`src/core/amp_regs.svh`:
```
/*
  register offsets, field positions, reset values and timing counts of the
  analog mux and pwm control register bank. assumes word-index offsets.
*/
`ifndef AMP_REGS_SVH
`define AMP_REGS_SVH
// ----------------------------------------
// register indices (byte address = 4 x index)
// ----------------------------------------
`define AMP_IDX_CMP_SEL 8'h9e
`define AMP_IDX_AMP_CTL 8'h9f
`define AMP_IDX_PORT2 8'ha0
`define AMP_IDX_PWM_CTL 8'ha1
`define AMP_IDX_P1_MODE 8'ha2
`define AMP_IDX_MASK_CTL 8'ha7
`define AMP_IDX_DBNC_CTL 8'h9d
`define AMP_IDX_STATUS 8'hb0
// ----------------------------------------
// reset values
// ----------------------------------------
`define AMP_RST_CMP_SEL 8'hf7
`define AMP_RST_AMP_CTL 8'hec
`define AMP_RST_PORT2 8'hff
`define AMP_RST_PWM_CTL 8'h00
`define AMP_RST_P1_MODE 8'h55
`define AMP_RST_MASK_CTL 8'h00
`define AMP_RST_DBNC_CTL 8'h00
// ----------------------------------------
// field positions
// ----------------------------------------
`define AMP_BIT_NEG_SRC 7
`define AMP_BIT_POS_SRC 3
`define AMP_BIT_PWR_DN 7
`define AMP_BIT_NEG_LVL 4
`define AMP_BIT_G1_EN 5
`define AMP_BIT_CH0_EN 4
`define AMP_BIT_NEG_MSK 1
`define AMP_BIT_POS_MSK 0
`define AMP_BIT_MSK_EN 6
// ----------------------------------------
// debounce counts in system clocks
// ----------------------------------------
`define AMP_DBNC_SHORT 5'd4
`define AMP_DBNC_MID 5'd8
`define AMP_DBNC_LONG 5'd16
`endif

```
`src/core/amp_pkg.sv`:
```
/*
  types of the analog mux and pwm control register bank.
  assumes nothing beyond the register header.
*/
package amp_pkg;
  typedef enum logic [2:0] {
    AMP_BUS_IDLE = 3'b001,
    AMP_BUS_WRSP = 3'b010,
    AMP_BUS_RRSP = 3'b100
  } amp_bus_e;
  typedef enum logic [1:0] {
    AMP_CK_SYS0 = 2'b00,
    AMP_CK_SYS1 = 2'b01,
    AMP_CK_FRC = 2'b10,
    AMP_CK_FRC2 = 2'b11
  } amp_clk_sel_e;
endpackage

```
`src/core/amp_debounce.sv`:
```
/*
  comparator raw output debounce filter on the system clock.
  assumes raw_in is already synchronised to aclk.
*/
`timescale 1ns/1ps
`default_nettype none
`include "amp_regs.svh"
module amp_debounce
  import amp_pkg::*;
(
  input wire logic aclk, // system clock
  input wire logic aresetn, // sync reset, active low
  input wire logic ce, // clock enable
  input wire logic [1:0] sel, // debounce select
  input wire logic raw_in, // synchronised raw level
  output logic filt_out // debounced level
);
  logic [4:0] cnt_ff;
  logic [4:0] nxt_cnt;
  logic [4:0] need;
  logic filt_ff;
  logic nxt_filt;
  // ----------------------------------------
  // stable-count filter
  // ----------------------------------------
  assign need = (sel == 2'b01) ? `AMP_DBNC_SHORT : (sel == 2'b10) ? `AMP_DBNC_MID : `AMP_DBNC_LONG;
  always_comb begin
    nxt_cnt = 5'h0;
    nxt_filt = filt_ff;
    if (sel == 2'b00) begin
      nxt_filt = raw_in;
    end else if (raw_in != filt_ff) begin
      nxt_cnt = cnt_ff + 5'h1;
      // level must differ for need clocks in a row before it passes
      if (nxt_cnt >= need) begin
        nxt_filt = raw_in;
        nxt_cnt = 5'h0;
      end
    end
  end
  always_ff @(posedge aclk) begin
    if (!aresetn) begin
      cnt_ff <= 5'h0;
      filt_ff <= 1'b1;
    end else if (ce) begin
      cnt_ff <= nxt_cnt;
      filt_ff <= nxt_filt;
    end
  end
  assign filt_out = filt_ff;
endmodule
`default_nettype wire

```
`src/core/amp_mask.sv`:
```
/*
  pwm0 output masking: while clear and mask enable are high the two
  outputs take the mask levels. assumes inputs on aclk.
*/
`timescale 1ns/1ps
`default_nettype none
module amp_mask
  import amp_pkg::*;
(
  input wire logic ch0_enable, // pwm0 channel enable
  input wire logic clear, // pwm0 clear condition
  input wire logic mask_en, // mask enable
  input wire logic pos_lvl, // positive mask level
  input wire logic neg_lvl, // negative mask level
  input wire logic pos_raw, // pwm0 positive from counter
  input wire logic neg_raw, // pwm0 negative from counter
  output logic pos_out, // masked positive
  output logic neg_out // masked negative
);
  logic masking;
  assign masking = clear & mask_en;
  assign pos_out = masking ? pos_lvl : (ch0_enable & pos_raw);
  assign neg_out = masking ? neg_lvl : (ch0_enable & neg_raw);
endmodule
`default_nettype wire

```
`src/core/amp_bank.sv`:
```
/*
  analog mux and pwm control register bank behind an axi4-lite slave.
  assumes a master keeping axi4-lite handshakes; one clock, aclk.
*/
// Our own choice: the AXI4-Lite slave port.
// Functional notes
// - neg input source bit 7 resets 1; 0 pin, 1 dac output
// - neg channel bits 6:4 reset 111; 000 ch1, 001/010 ch2, 011 ch4, 1xx open
// - pos source bit 3 resets 0; 0 amplifier output, 1 external pin
// - pos channel bits 2:0 reset 111; 000..011 pins, 1xx open
// - amplifier power down bit 7 resets 1; 0 lets it run
// - amplifier pos input bits 6:5 reset 11; 3.3, 1.4, 1.7, ground
// - bit 4 resets 0; comparator-mode neg level ground or bandgap
// - mode bits 1:0 reset 00, 11 comparator; gain bits 3:2 reset 11
// - port two bits 7:2 plain storage, bits 1:0 pin data, all reset 1
// - pwm clock selects reset 00; sys, sys, fast rc, twice fast rc
// - bit 5 resets 0 and enables pwm group one to six
// - bit 4 resets 0 and enables pwm channel 0
// - bit 1 resets 0; negative mask level under clear and mask enable
// - bit 0 resets 0; positive mask level under clear and mask enable
// - debounce select resets 00; none, 4, 8 or 16 clocks stable
// - mask enable resets 0; outputs take mask levels while clear
// - pin mode fields reset 01; codes 00..11 give modes 0..3
`timescale 1ns/1ps
`default_nettype none
`include "amp_regs.svh"
module amp_bank
  import amp_pkg::*;
#(
  parameter int ADDR_W = 12 // axi address width
) (
  input wire logic aclk, // system clock, 100 MHz
  input wire logic aresetn, // sync reset, active low
  input wire logic ce, // clock enable, freezes state when low
  input wire logic [ADDR_W-1:0] s_axi_awaddr, // write address
  input wire logic s_axi_awvalid, // write address valid
  output logic s_axi_awready, // write address ready
  input wire logic [31:0] s_axi_wdata, // write data
  input wire logic [3:0] s_axi_wstrb, // write strobes
  input wire logic s_axi_wvalid, // write data valid
  output logic s_axi_wready, // write data ready
  output logic [1:0] s_axi_bresp, // write response
  output logic s_axi_bvalid, // write response valid
  input wire logic s_axi_bready, // write response ready
  input wire logic [ADDR_W-1:0] s_axi_araddr, // read address
  input wire logic s_axi_arvalid, // read address valid
  output logic s_axi_arready, // read address ready
  output logic [31:0] s_axi_rdata, // read data
  output logic [1:0] s_axi_rresp, // read response
  output logic s_axi_rvalid, // read data valid
  input wire logic s_axi_rready, // read data ready
  input wire logic cmp_raw_pin, // raw comparator output, async
  input wire logic pwm_ch0_clear, // pwm0 clear condition, aclk domain
  input wire logic pwm0_pos_raw, // pwm0 positive from counter
  input wire logic pwm0_neg_raw, // pwm0 negative from counter
  output logic neg_source_select, // 1 dac, 0 external pin
  output logic [3:0] neg_channel_onehot, // neg pin select, ch1 ch2 - ch4
  output logic pos_source_select, // 1 external pin, 0 amplifier
  output logic [3:0] pos_channel_onehot, // pos pin select
  output logic amp_power_down, // amplifier power down
  output logic [1:0] amp_pos_input_select, // amplifier pos input
  output logic amp_neg_level_select, // ground or bandgap reference
  output logic [1:0] amp_gain_select, // gain code
  output logic [1:0] amp_mode_select, // mode code
  output logic amp_cmp_mode, // amplifier in comparator mode
  output logic [1:0] port2_pin_data, // pinned port two lines
  output logic [1:0] pwm_group1_clock_select, // group 1 clock code
  output logic pwm_group1_enable, // group 1 enable
  output logic pwm_ch0_enable, // channel 0 enable
  output logic [1:0] pwm_ch0_clock_select, // channel 0 clock code
  output logic [7:0] pin_mode_low, // port one mode low register
  output logic pwm0_pos_out, // masked pwm0 positive
  output logic pwm0_neg_out, // masked pwm0 negative
  output logic cmp_filtered // debounced comparator level
);
  // the index decode needs bits 9:2 and a zero check above them
  if (ADDR_W < 12 || ADDR_W > 32) begin : g_addr_w_bad
    $error("ADDR_W must be 12 to 32");
  end
  // ----------------------------------------
  // registers
  // ----------------------------------------
  logic [7:0] cmp_sel_ff, amp_ctl_ff, port2_ff, pwm_ctl_ff, p1_mode_ff, mask_ctl_ff, dbnc_ctl_ff;
  amp_bus_e bus_ff, nxt_bus;
  logic aw_ok_ff, w_ok_ff;
  logic [ADDR_W-1:0] awaddr_ff;
  logic [7:0] wbyte_ff;
  logic wstrb0_ff;
  logic [31:0] rdata_ff, nxt_rdata;
  logic [1:0] bresp_ff, rresp_ff;
  logic sync1_ff, sync2_ff;
  // ----------------------------------------
  // axi4-lite handshake
  // ----------------------------------------
  wire aw_take = ce && bus_ff == AMP_BUS_IDLE && !aw_ok_ff && s_axi_awvalid;
  wire w_take = ce && bus_ff == AMP_BUS_IDLE && !w_ok_ff && s_axi_wvalid;
  wire wr_go = ce && bus_ff == AMP_BUS_IDLE && aw_ok_ff && w_ok_ff;
  wire rd_go = ce && bus_ff == AMP_BUS_IDLE && !wr_go && !aw_ok_ff && !w_ok_ff && s_axi_arvalid;
  wire [7:0] wr_idx = awaddr_ff[9:2];
  wire wr_aligned = awaddr_ff[1:0] == 2'b00 && awaddr_ff[ADDR_W-1:10] == '0;
  wire [7:0] rd_idx = s_axi_araddr[9:2];
  wire rd_aligned = s_axi_araddr[1:0] == 2'b00 && s_axi_araddr[ADDR_W-1:10] == '0;
  wire wr_hit_cmp = wr_aligned && wr_idx == `AMP_IDX_CMP_SEL;
  wire wr_hit_amp = wr_aligned && wr_idx == `AMP_IDX_AMP_CTL;
  wire wr_hit_p2 = wr_aligned && wr_idx == `AMP_IDX_PORT2;
  wire wr_hit_pwm = wr_aligned && wr_idx == `AMP_IDX_PWM_CTL;
  wire wr_hit_p1 = wr_aligned && wr_idx == `AMP_IDX_P1_MODE;
  wire wr_hit_msk = wr_aligned && wr_idx == `AMP_IDX_MASK_CTL;
  wire wr_hit_dbn = wr_aligned && wr_idx == `AMP_IDX_DBNC_CTL;
  wire wr_mapped = wr_hit_cmp | wr_hit_amp | wr_hit_p2 | wr_hit_pwm | wr_hit_p1 | wr_hit_msk | wr_hit_dbn;
  wire wr_en = wr_go && wstrb0_ff;
  // readies drop while ce is low, else a master would see a beat taken that the frozen slave never stored
  assign s_axi_awready = ce && bus_ff == AMP_BUS_IDLE && !aw_ok_ff;
  assign s_axi_wready = ce && bus_ff == AMP_BUS_IDLE && !w_ok_ff;
  assign s_axi_arready = ce && bus_ff == AMP_BUS_IDLE && !aw_ok_ff && !w_ok_ff;
  assign s_axi_bvalid = bus_ff == AMP_BUS_WRSP;
  assign s_axi_rvalid = bus_ff == AMP_BUS_RRSP;
  assign s_axi_bresp = bresp_ff;
  assign s_axi_rresp = rresp_ff;
  assign s_axi_rdata = rdata_ff;
  always_comb begin
    nxt_bus = bus_ff;
    case (bus_ff)
      AMP_BUS_IDLE: begin
        if (wr_go) begin
          nxt_bus = AMP_BUS_WRSP;
        end else if (rd_go) begin
          nxt_bus = AMP_BUS_RRSP;
        end
      end
      AMP_BUS_WRSP: begin
        if (s_axi_bready) begin
          nxt_bus = AMP_BUS_IDLE;
        end
      end
      AMP_BUS_RRSP: begin
        if (s_axi_rready) begin
          nxt_bus = AMP_BUS_IDLE;
        end
      end
      default: begin
        nxt_bus = AMP_BUS_IDLE;
      end
    endcase
  end
  // ----------------------------------------
  // read mux, stored value returned as is
  // ----------------------------------------
  always_comb begin
    nxt_rdata = 32'h0000_0000;
    if (rd_aligned) begin
      case (rd_idx)
        `AMP_IDX_CMP_SEL: nxt_rdata = {24'h00_0000, cmp_sel_ff};
        `AMP_IDX_AMP_CTL: nxt_rdata = {24'h00_0000, amp_ctl_ff};
        `AMP_IDX_PORT2: nxt_rdata = {24'h00_0000, port2_ff};
        `AMP_IDX_PWM_CTL: nxt_rdata = {24'h00_0000, pwm_ctl_ff};
        `AMP_IDX_P1_MODE: nxt_rdata = {24'h00_0000, p1_mode_ff};
        `AMP_IDX_MASK_CTL: nxt_rdata = {24'h00_0000, mask_ctl_ff};
        `AMP_IDX_DBNC_CTL: nxt_rdata = {24'h00_0000, dbnc_ctl_ff};
        `AMP_IDX_STATUS: nxt_rdata = {30'h0000_0000, pwm0_pos_out, cmp_filtered};
        default: nxt_rdata = 32'h0000_0000;
      endcase
    end
  end
  wire rd_mapped = rd_aligned && (rd_idx == `AMP_IDX_CMP_SEL || rd_idx == `AMP_IDX_AMP_CTL
    || rd_idx == `AMP_IDX_PORT2 || rd_idx == `AMP_IDX_PWM_CTL || rd_idx == `AMP_IDX_P1_MODE
    || rd_idx == `AMP_IDX_MASK_CTL || rd_idx == `AMP_IDX_DBNC_CTL || rd_idx == `AMP_IDX_STATUS);
  always_ff @(posedge aclk) begin
    if (!aresetn) begin
      bus_ff <= AMP_BUS_IDLE;
      aw_ok_ff <= 1'b0;
      w_ok_ff <= 1'b0;
      awaddr_ff <= '0;
      wbyte_ff <= 8'h00;
      wstrb0_ff <= 1'b0;
      rdata_ff <= 32'h0000_0000;
      bresp_ff <= 2'b00;
      rresp_ff <= 2'b00;
    end else if (ce) begin
      bus_ff <= nxt_bus;
      if (aw_take) begin
        aw_ok_ff <= 1'b1;
        awaddr_ff <= s_axi_awaddr;
      end else if (wr_go) begin
        aw_ok_ff <= 1'b0;
      end
      if (w_take) begin
        w_ok_ff <= 1'b1;
        wbyte_ff <= s_axi_wdata[7:0];
        wstrb0_ff <= s_axi_wstrb[0];
      end else if (wr_go) begin
        w_ok_ff <= 1'b0;
      end
      if (wr_go) begin
        bresp_ff <= wr_mapped ? 2'b00 : 2'b10;
      end
      if (rd_go) begin
        rdata_ff <= nxt_rdata;
        rresp_ff <= rd_mapped ? 2'b00 : 2'b10;
      end
    end
  end
  // ----------------------------------------
  // register storage, reserved codes kept
  // ----------------------------------------
  always_ff @(posedge aclk) begin
    if (!aresetn) begin
      cmp_sel_ff <= `AMP_RST_CMP_SEL;
      amp_ctl_ff <= `AMP_RST_AMP_CTL;
      port2_ff <= `AMP_RST_PORT2;
      pwm_ctl_ff <= `AMP_RST_PWM_CTL;
      p1_mode_ff <= `AMP_RST_P1_MODE;
      mask_ctl_ff <= `AMP_RST_MASK_CTL;
      dbnc_ctl_ff <= `AMP_RST_DBNC_CTL;
    end else if (wr_en) begin
      if (wr_hit_cmp) cmp_sel_ff <= wbyte_ff;
      if (wr_hit_amp) amp_ctl_ff <= wbyte_ff;
      if (wr_hit_p2) port2_ff <= wbyte_ff;
      if (wr_hit_pwm) pwm_ctl_ff <= wbyte_ff;
      if (wr_hit_p1) p1_mode_ff <= wbyte_ff;
      if (wr_hit_msk) mask_ctl_ff <= wbyte_ff;
      if (wr_hit_dbn) dbnc_ctl_ff <= wbyte_ff;
    end
  end
  // ----------------------------------------
  // comparator input synchroniser and filter
  // ----------------------------------------
  always_ff @(posedge aclk) begin
    if (!aresetn) begin
      sync1_ff <= 1'b1;
      sync2_ff <= 1'b1;
    end else if (ce) begin
      sync1_ff <= cmp_raw_pin;
      sync2_ff <= sync1_ff;
    end
  end
  logic filt_w, pos_w, neg_w;
  amp_debounce i_amp_debounce (
    .aclk(aclk),
    .aresetn(aresetn),
    .ce(ce),
    .sel(dbnc_ctl_ff[1:0]),
    .raw_in(sync2_ff),
    .filt_out(filt_w)
  );
  amp_mask i_amp_mask (
    .ch0_enable(pwm_ctl_ff[`AMP_BIT_CH0_EN]),
    .clear(pwm_ch0_clear),
    .mask_en(mask_ctl_ff[`AMP_BIT_MSK_EN]),
    .pos_lvl(pwm_ctl_ff[`AMP_BIT_POS_MSK]),
    .neg_lvl(pwm_ctl_ff[`AMP_BIT_NEG_MSK]),
    .pos_raw(pwm0_pos_raw),
    .neg_raw(pwm0_neg_raw),
    .pos_out(pos_w),
    .neg_out(neg_w)
  );
  // ----------------------------------------
  // decoded outputs, registered
  // ----------------------------------------
  wire [3:0] neg_oh_w = cmp_sel_ff[6] ? 4'h0 :
    (cmp_sel_ff[5:4] == 2'b00) ? 4'h1 : (cmp_sel_ff[5:4] == 2'b11) ? 4'h8 : 4'h2;
  wire [3:0] pos_oh_w = cmp_sel_ff[2] ? 4'h0 : (4'h1 << cmp_sel_ff[1:0]);
  always_ff @(posedge aclk) begin
    if (!aresetn) begin
      neg_source_select <= 1'b1;
      neg_channel_onehot <= 4'h0;
      pos_source_select <= 1'b0;
      pos_channel_onehot <= 4'h0;
      amp_power_down <= 1'b1;
      amp_pos_input_select <= 2'b11;
      amp_neg_level_select <= 1'b0;
      amp_gain_select <= 2'b11;
      amp_mode_select <= 2'b00;
      amp_cmp_mode <= 1'b0;
      port2_pin_data <= 2'b11;
      pwm_group1_clock_select <= 2'b00;
      pwm_group1_enable <= 1'b0;
      pwm_ch0_enable <= 1'b0;
      pwm_ch0_clock_select <= 2'b00;
      pin_mode_low <= `AMP_RST_P1_MODE;
      pwm0_pos_out <= 1'b0;
      pwm0_neg_out <= 1'b0;
      cmp_filtered <= 1'b1;
    end else if (ce) begin
      neg_source_select <= cmp_sel_ff[`AMP_BIT_NEG_SRC];
      neg_channel_onehot <= neg_oh_w;
      pos_source_select <= cmp_sel_ff[`AMP_BIT_POS_SRC];
      pos_channel_onehot <= pos_oh_w;
      amp_power_down <= amp_ctl_ff[`AMP_BIT_PWR_DN];
      amp_pos_input_select <= amp_ctl_ff[6:5];
      amp_neg_level_select <= amp_ctl_ff[`AMP_BIT_NEG_LVL];
      amp_gain_select <= amp_ctl_ff[3:2];
      amp_mode_select <= amp_ctl_ff[1:0];
      amp_cmp_mode <= amp_ctl_ff[1:0] == 2'b11;
      port2_pin_data <= port2_ff[1:0];
      pwm_group1_clock_select <= pwm_ctl_ff[7:6];
      pwm_group1_enable <= pwm_ctl_ff[`AMP_BIT_G1_EN];
      pwm_ch0_enable <= pwm_ctl_ff[`AMP_BIT_CH0_EN];
      pwm_ch0_clock_select <= pwm_ctl_ff[3:2];
      pin_mode_low <= p1_mode_ff;
      pwm0_pos_out <= pos_w;
      pwm0_neg_out <= neg_w;
      cmp_filtered <= filt_w;
    end
  end
endmodule
`default_nettype wire

```
`config.mk`:
```
export PLATFORM = sky130hd
export DESIGN_NAME = amp_bank
export DESIGN_NICKNAME = d
export VERILOG_FILES = /design/src/core/amp_pkg.sv /design/src/core/amp_debounce.sv /design/src/core/amp_mask.sv /design/src/core/amp_bank.sv
export VERILOG_INCLUDE_DIRS = /design/src /design/src/core
export SDC_FILE = /design/constraint.sdc
export NUM_CORES = 1
export LEC_CHECK = 0
export ABC_AREA = 1
export BUFFER_PORTS_ARGS = -buffer_cell sky130_fd_sc_hd__buf_2
export CORE_ASPECT_RATIO = 1.4
export CORE_MARGIN = 2
export CORE_UTILIZATION = 25
export DETAILED_ROUTE_END_ITERATION = 16
export SETUP_SLACK_MARGIN = 0.4
export SLEW_MARGIN = 20
export SYNTH_ARGS = -nofsm -noshare
export SYNTH_HDL_FRONTEND = slang
export SYNTH_SLANG_ARGS = --single-unit
```
`constraint.sdc`:
```
create_clock -name aclk -period 2.6 [get_ports aclk]
set_input_delay 0.52 -clock aclk [delete_from_list [all_inputs] [get_ports aclk]]
set_output_delay 0.52 -clock aclk [all_outputs]
set_load 0.005 [all_outputs]
```
==> results of run 1 <==
-- stage by stage --
step | hold slack [ps] | utilization, % | cells | cell area [µm²]
floorplan | 429 | - | 874 | 6360
global placement | 437 | 28.2 | 1231 | 6950
detailed placement | 439 | 28.2 | 1231 | 6950
CTS | 326 | 30.6 | 1263 | 7550
global route | 351 | 30.7 | 1263 | 7570
finish | 343 | 30.7 | 1263 | 7570
-- synthesized netlist by cell type (3+ instances only) --
cell        n
nand3b_1    3
xnor2_1     3
o211ai_1   19
nand4_1     5
a21oi_1    72
nor3_1      5
buf_4      29
nand2_2     4
clkbuf_1   23
nand2_1   154
nor2_1    113
nand3_1    99
nand2_4     3
buf_1       3
buf_2       8
inv_1      55
o211ai_2    8
ha_1       10
o21ai_1     3
dfxtp_1   137
o21ai_0    68
buf_6       4
inv_2       3
-- power groups by stage --
stage,logic [mW],registers [mW],clock network (mW)
2_1_floorplan,0.309,2.26,0
3_3_place_gp,0.435,2.28,0
3_5_place_dp,0.439,2.28,0
4_1_cts,0.441,2.24,2.52
5_1_grt,0.499,2.25,2.60
6_report,0.434,2.24,2.46
-- layout by cell type (no fill, tap or decap), types with 3 or more instances in the layout --
cell type   netlist  routed
nand2_1         154     154
inv_1            55      55
nand3b_1          3       3
nor2_1          113     111
buf_2             8      96
clkinvlp_4        0       3
clkinv_2          0       3
inv_2             3       3
nand2_2           4       4
conb_1            1      27
clkinv_4          0       3
nor2_2            2       3
o21ai_0          68      68
nor3_1            5       5
nand3_1          99      99
nand2_4           3       3
nand4_1           5       5
o21ai_1           3       3
a21oi_1          72      72
buf_4            29      12
o211ai_2          8       8
o211ai_1         19      19
bufinv_16         0       3
dfxtp_1         137     135
clkbuf_16         0      17
ha_1             10      10
-- tightest hold or removal path, cell delays in order --
cell and delay (ps):
buf_2 90, nand2_1 50, nand3_1 70
-- layout make-up --
cell class,instances,area (µm²)
tap,315,394
multi-input combinational,611,3020
clock inverter,14,171
fill,2688,17100
sequential,137,2750
timing repair buffer,109,591
inverter,59,221
clock buffer,18,429
-- layer usage --
| layer | global-route usage [%] | wire (µm) |
|---|---|---|
| met1 | 17.0 | 7720 |
| met2 | 23.9 | 9050 |
| met3 | 3.37 | 976 |
| met4 | 5.26 | 430 |
| met5 | 0 | 0 |
-- what timing repair did --
item,CTS,global route
pin swaps,0,1
hold buffers,0,0
gates resized for setup,1,5
endpoints found under the setup margin,1,5
-- logic make-up after synthesis --
kind of cell / count (synthesis) / synth area share, %
AO/OA/AOI/OAI: 174 / 15.8
adder cells (fa/ha/maj): 10 / 2.00
XOR/XNOR: 4 / 0.559
buffers and inverters: 126 / 9.93
AND/OR/NAND/NOR: 396 / 27.9
flip-flops: 137 / 43.8
other: 1 / 0.0599
-- how the worst max path moves through the flow --
stage / start / endpoint / cells after the start / slack [ps]
floorplan: i_amp_debounce.cnt_ff[0] / i_amp_debounce.cnt_ff[1] / 11 / 670
global placement: i_amp_debounce.cnt_ff[0] / i_amp_debounce.cnt_ff[3] / 11 / 430
detailed placement: i_amp_debounce.cnt_ff[0] / i_amp_debounce.cnt_ff[2] / 11 / 420
CTS: i_amp_debounce.cnt_ff[0] / i_amp_debounce.cnt_ff[2] / 11 / 480
global route: i_amp_debounce.cnt_ff[0] / i_amp_debounce.cnt_ff[2] / 11 / 410
finish: i_amp_debounce.cnt_ff[0] / i_amp_debounce.cnt_ff[2] / 11 / 600
==> impl_metrics.csv, run 1 <==
group,metric,value,unit
power,switching_power,1.31,mW
flow_run,cap_violations,0,
placement,dp_worst_setup_slack,418,ps
worst_hold_path,hold_path.class,"in2reg",
global_routing,grt_max_degree,111,
drt,viasPerCell,4.57,
drt,drt_iter0_drc,364,
final_layout,final_nets,1017,
logic_synthesis,yosys.area.top_type,"dfxtp_1",
power,seqPwrFrac,43.6,%
clock_tree,clock_sinks,137,
timing,period_share,76.9,%
drt,wire_per_inst,14.4,µm
power,vdd_drop_max,0.464,mV
floorplan,coreArea,24700,µm²
timing,slew_headroom,40.0,%
global_routing,antenna_found_initial,0,
critical_path,r2r_start,"i_amp_debounce.cnt_ff[0]",
final_layout,syn2layout_area_growth,20.9,%
drt,ant_nets,0,
logic_synthesis,synth.area.top_cells,"dfxtp_1 (44%), nand2_1 (9.2%), nand3_1 (7.9%)",
logic_synthesis,ys_seq_area_share,43.8,%
drt,wirelength,18.2,mm
timing,fin_setup_tns,0,ps
power,power,5.14,mW
floorplan,rows,68,
timing,post-route-min-period,2000,ps
final_layout,largest_reg_flops,12,
timing,rsz0062_at_grt,"false",
global_routing,grt_pass1_vias,5284,
drt,dr.pass1.iters,5,
logic_synthesis,ys_ff_latch,137,
timing,setup_viol,0,
final_layout,n_antenna_cell,0,
critical_path,arrival,2350,ps
critical_path,rr_worst_depth,11,
placement,port_buffers,96,
clock_tree,root_buffer,"clkbuf_16",
logic_synthesis,synth_top_area_share,43.8,%
placement,place_congestion,0.848,
critical_path,path_buf_inv,0,
logic_synthesis,yosysWarnings,0,
clock_tree,cts_setup_buffers,0,
critical_path,r2r_slack,600,ps
global_routing,grt_pass1_wl,28.3,mm
power,p_per_area,678,nW/µm²
logic_synthesis,syn-instance-count,848,
power,swShare,25.6,%
critical_path,path_delay_family,"simple AND/OR/NAND/NOR gates",
critical_path,start_kind,"flip-flop",
power,p_int,3.82,mW
timing,timing.final.ws_setup,600,ps
critical_path,crit_fanout,5,
logic_synthesis,dominantRegCellSynth,"dfxtp_1",
logic_synthesis,synth.avg_cell_area,7.39,µm²
logic_synthesis,synth_area,6260,µm²
clock_tree,clkSlewWorstSetupHoldPaths,60,ps
timing,finalHoldViolations,0,
power,p_leak,3.55,nW
clock_tree,cts_max_level,4,
floorplan,dieArea,26400,µm²
critical_path,critPathRequiredTime,2950,ps
critical_path,end_kind,"flip-flop",
clock_tree,tritoncts,"built",
critical_path,path_cells,"ha_1, nand3_1, xnor2_2, ha_1, nand2_1, nor2_1, a211oi_2, nand2_1, nor2_4, nand2_1, a21oi_1",
timing,clock.fmax,500,MHz
critical_path,worst-setup-path-type,"reg2reg",
critical_path,critPathMaxStageDelay,360,ps
worst_hold_path,hold_start,"cmp_raw_pin",
global_routing,track_usage,14.0,%
clock_tree,clockBufferDepth,2,
clock_tree,clk_latency,420,ps
critical_path,worstReg2RegEnd,"i_amp_debounce.cnt_ff[2]",
floorplan,die_h,191,µm
logic_synthesis,synthArstFlopShare,0,%
power,clkPwrFrac,48.0,%
worst_hold_path,min_to,"sync1_ff",
timing,fin_skew,8.74,ps
worst_hold_path,whs_path_depth,3,
drt,drc_errors,0,
final_layout,drive_above_1_share,18.2,%
floorplan,initial_utilization,25.4,%
logic_synthesis,ys_types,37,
placement,post-dp-hpwl,13.1,mm
timing,tightestPinTransition,893,ps
drt,num_vias,5777,
logic_synthesis,synth-edff-count,0,
global_routing,overflow,0,
clock_tree,cts-buffers-inserted,17,
floorplan,die_w,138,µm
floorplan,io_pins,151,
timing,drv_slew,0,
final_layout,top_register,"awaddr_ff",
critical_path,slowest_stage,"dfxtp_2",
critical_path,crit_top_cell,"nand2_1",
power,p_comb_share,8.4,%
outcome,outcome,"completed",
No activity file was read; power rests on OpenSTA's default activity.
==> run 2, diff against run 1 <==
==> constraint.sdc (replaced) <==
create_clock -name aclk -period 1.9 [get_ports aclk]
set_input_delay 0.38 -clock aclk [delete_from_list [all_inputs] [get_ports aclk]]
set_output_delay 0.38 -clock aclk [all_outputs]
set_load 0.005 [all_outputs]
==> impl_metrics.csv, run 2 (synthesis gave the netlist of run 1 again) <==
group,metric,value,unit
outcome,outcome,"finished, violations left",
outcome,violations,"setup timing",
timing,drv_slew,0,
drt,wl_met2,11.0,mm
drt,dr.pass1.iters,5,
critical_path,arrival,1530,ps
drt,wirelength,21.4,mm
clock_tree,clockBufferDepth,2,
placement,dp.cells,1252,
clock_tree,clock_sinks,137,
floorplan,rows,68,
placement,post-dp-hpwl,13.7,mm
timing,slew_headroom,60.3,%
timing,post-route-min-period,1910,ps
final_layout,final_nets,1084,
final_layout,design_area,9140,µm²
critical_path,critPathRequiredTime,1520,ps
timing,fin_skew,10.4,ps
global_routing,grt_pass1_wl,30.8,mm
global_routing,track_usage,15.3,%
placement,place_congestion,0.899,
clock_tree,cts-buffers-inserted,17,
drt,drt_iter0_drc,402,
clock_tree,cts_max_level,4,
clock_tree,postCtsHoldBufs,0,
final_layout,syn2layout_area_growth,45.8,%
worst_hold_path,hold_path.class,"in2reg",
drt,wl_met1,8.12,mm
final_layout,layout.cells.non_filler,1330,
timing,setup_viol,2,
drt,wl_met3,1.11,mm
floorplan,io_pins,151,
floorplan,initial_utilization,25.4,%
placement,placed_area,7190,µm²
clock_tree,clkSlewWorstSetupHoldPaths,60,ps
drt,top_layer,"met4",
timing,period_share,100,%
final_layout,top_register,"awaddr_ff",
final_layout,largest_reg_flops,12,
final_layout,final_common_cell,"dfxtp_1",
timing,rsz0062_at_grt,"true",
floorplan,die_w,138,µm
floorplan,coreArea,24700,µm²
worst_hold_path,whs_path_depth,3,
final_layout,final_util,37.0,%
global_routing,antenna_found_initial,1,
timing,tightestPinTransition,593,ps
critical_path,crit_fanout,3,
drt,num_vias,6303,
timing,timing.final.ws_setup,-6.53,ps
global_routing,grt_pass1_vias,5805,
drt,wire_per_inst,16.1,µm
final_layout,mostFrequentLayoutCells,"dfxtp_1 (130), nand2_1 (121), nor2_1 (106)",
critical_path,r2r_slack,40,ps
drt,viasPerCell,4.74,
timing,clock.fmax,525,MHz
drt,ant_nets,0,
critical_path,end_kind,"output pin",
clock_tree,tritoncts,"built",
global_routing,grt_max_degree,49,
critical_path,rr_worst_depth,11,
global_routing,overflow,0,
power,p_per_area,815,nW/µm²
flow_run,cap_violations,0,
floorplan,die_h,191,µm
final_layout,drive_above_1_share,35.3,%
clock_tree,clk_latency,430,ps
power,power,7.45,mW
critical_path,start_kind,"flip-flop",
timing,finalHoldViolations,0,
power,p_leak,4.03,nW
placement,port_buffers,96,
power,vdd_drop_max,0.634,mV
critical_path,worst-setup-path-type,"reg2out",
floorplan,dieArea,26400,µm²
drt,drc_errors,0,
clock_tree,root_buffer,"clkbuf_16",
run 2: changes by cell type in the layout (fill, tap and decap cells not counted), sizes merged:
cell | previous run | this run
nand2 | 161 | 167
clkinv | 7 | 3
clkbuf | 18 | 21
buf | 109 | 168
inv | 60 | 62
diode | 0 | 1
clkinvlp | 3 | 4
bufinv | 3 | 2
run 2: report_power, final:
part | switching [mW] | internal, mW
sequential | 0.112 | 2.97
combinational | 0.570 | 0.395
clock | 1.34 | 2.05
run 2: per-stage QoR:
stage / worst slack, ps / TNS, ps / hold slack (ps)
finish: -6.53 / -6.99 / 179
global placement: -42.6 / -137 / 436
global route: -119 / -537 / 205
floorplan: 114 / 0 / 429
CTS: 23.2 / 0 / 179
detailed placement: -61.3 / -219 / 439
run 2: routing by layer:
metal / vias up / GRT usage (%)
met1: 2973 / 16.7
met5: - / 0
li1: 3076 / -
met4: 0 / 8.32
met3: 58 / 3.24
met2: 196 / 27.3
run 2: area by class of cell:
cell class	instances	area, µm²
clock inverters	12	139
multi-input cells	617	3820
clock buffers	19	464
well taps	315	394
inverters	59	244
repair buffers	170	1320
flip-flops and latches	137	2760
fillers	2519	15500
diodes	1	2.50
run 2: repair_timing:
item	4_1_cts	5_1_grt
pin swaps	35	27
endpoints found under the hold margin	0	0
buffers inserted	26	12
gates cloned	4	4
setup endpoints to repair	93	95
resized for setup	112	122
run 2: worst paths after layout:
kind	startpoint	end
max	bus_ff[1]	s_axi_awready
min	cmp_raw_pin	sync1_ff
max reg2reg	i_amp_debounce.cnt_ff[1]	i_amp_debounce.cnt_ff[3]
min reg2reg	amp_gain_select[1]	amp_gain_select[1]
run 2: critical path, cell delays in order, from the launching register on:
cell     delay (ps)
dfxtp_2         340
inv_4            70
nand3_4          80
nor2_4          170
inv_2            80
nor2_4          210
buf_2           150
==> run 3, diff against run 2 <==
--- a/config.mk
+++ b/config.mk
@@ -12,6 +12,7 @@
 export CORE_MARGIN = 2
 export CORE_UTILIZATION = 25
 export DETAILED_ROUTE_END_ITERATION = 16
+export PLACE_DENSITY = 0.44
 export SETUP_SLACK_MARGIN = 0.4
 export SLEW_MARGIN = 20
 export SYNTH_ARGS = -nofsm -noshare
==> impl_metrics.csv, run 3 (synthesis gave the netlist of run 1 again) <==
group,metric,value,unit
critical_path,start_kind,"flip-flop",
clock_tree,clkSlewWorstSetupHoldPaths,60,ps
clock_tree,cts_max_level,4,
clock_tree,postCtsHoldBufs,0,
timing,timing.final.ws_setup,64.1,ps
timing,drv_slew,0,
placement,post-dp-hpwl,14.2,mm
critical_path,worst-setup-path-type,"reg2reg",
global_routing,track_usage,16.4,%
final_layout,final_nets,1081,
power,p_leak,3.99,nW
worst_hold_path,hold_path.class,"in2reg",
drt,wirelength,21.1,mm
floorplan,initial_utilization,25.4,%
timing,clock.fmax,545,MHz
final_layout,final_util,36.3,%
critical_path,arrival,2200,ps
timing,tightestPinTransition,752,ps
power,vdd_drop_max,0.620,mV
timing,post-route-min-period,1840,ps
power,power,7.23,mW
placement,placed_area,7230,µm²
clock_tree,tritoncts,"built",
placement,place_congestion,0.807,
final_layout,largest_reg_flops,12,
drt,viasPerCell,4.56,
timing,setup_viol,0,
outcome,outcome,"completed",
clock_tree,clock_sinks,137,
drt,ant_nets,0,
critical_path,critPathRequiredTime,2260,ps
floorplan,dieArea,26400,µm²
global_routing,overflow,0,
floorplan,die_h,191,µm
drt,dr.pass1.iters,4,
drt,num_vias,6047,
flow_run,cap_violations,0,
final_layout,final_common_cell,"dfxtp_1",
timing,rsz0062_at_grt,"true",
timing,finalHoldViolations,0,
critical_path,crit_fanout,5,
final_layout,syn2layout_area_growth,43.1,%
placement,port_buffers,96,
global_routing,grt_pass1_wl,32.5,mm
timing,fin_skew,12.0,ps
placement,dp_worst_setup_slack,-39.9,ps
drt,drt_iter0_drc,304,
final_layout,n_antenna_cell,0,
timing,fin_setup_tns,0,ps
timing,period_share,96.6,%
clock_tree,cts-buffers-inserted,17,
global_routing,grt_max_degree,65,
clock_tree,root_buffer,"clkbuf_16",
power,p_per_area,806,nW/µm²
global_routing,grt_pass1_vias,5854,
critical_path,end_kind,"flip-flop",
final_layout,design_area,8970,µm²
final_layout,drive_above_1_share,35.5,%
clock_tree,clockBufferDepth,2,
final_layout,fillCellCount,2624,
clock_tree,clk_latency,430,ps
drt,drc_errors,0,
floorplan,io_pins,151,
floorplan,rows,68,
final_layout,top_register,"awaddr_ff",
drt,wire_per_inst,15.9,µm
timing,slew_headroom,49.7,%
final_layout,mostFrequentLayoutCells,"dfxtp_1 (130), nand2_1 (122), nor2_1 (99)",
global_routing,antenna_found_initial,0,
floorplan,coreArea,24700,µm²
floorplan,die_w,138,µm
[run 3: cell types whose count changed in the layout (fill, tap and decap cells not counted), sizes merged, moves of 2 or more]
| cell | delta |
|---|---|
| inv | -2 |
| clkbuf | -3 |
| clkinvlp | -2 |
| clkinv | +6 |
[run 3: final cells by class]
class	count	area, µm²	area share, %
Clock buffer	18	439	4.90
Clock inverter	14	148	1.65
Inverter	59	234	2.61
Multi-Input combinational cell	617	3770	42.0
Sequential cell	137	2760	30.8
Tap cell	315	394	4.40
Timing Repair Buffer	167	1220	13.6
[run 3: path summary, 6_finish.rpt]
check	startpoint	endpoint	slack, ps	cells past startpoint
hold reg to reg	pin_mode_low[4]	pin_mode_low[4]	450	2
hold / removal	cmp_raw_pin	sync1_ff	170	3
setup / recovery	i_amp_debounce.cnt_ff[1]	i_amp_debounce.cnt_ff[1]	60	11
setup reg to reg	i_amp_debounce.cnt_ff[1]	i_amp_debounce.cnt_ff[1]	60	11
[run 3: what timing repair did]
action	CTS	global route
setup endpoints to repair	92	102
setup buffers	21	9
gates cloned	6	1
resized for setup	118	114
pin swaps	30	30
[run 3: worst max-delay path: stages (launching register included)]
cell and delay, ps:
dfxtp_4 370, ha_4 140, nand3_4 90, xnor2_4 180, ha_4 230, nand2_2 70, nor2_2 30, a211oi_2 160
nand2_1 120, nor2_4 170, nand2_1 80, a21oi_2 100
[run 3: report_power, final]
part           internal [mW]  switching (mW)
logic                  0.327           0.499
clock network           1.97            1.35
registers               2.97           0.111
total                   5.27            1.96
[run 3: layer usage]
metal	vias up	wire length, µm	global-route usage (%)
met5	-	0	0
li1	3085	-	-
met1	2814	8730	19.6
met4	0	386	5.93
met3	26	804	2.73
met2	122	11100	29.3
[run 3: per-stage QoR]
step           hold WS (ps)  std cells
6_report                170       1327
5_1_grt                 165       1327
4_1_cts                 152       1317
3_5_place_dp            442       1258
3_3_place_gp            439       1258
2_1_floorplan           429        874
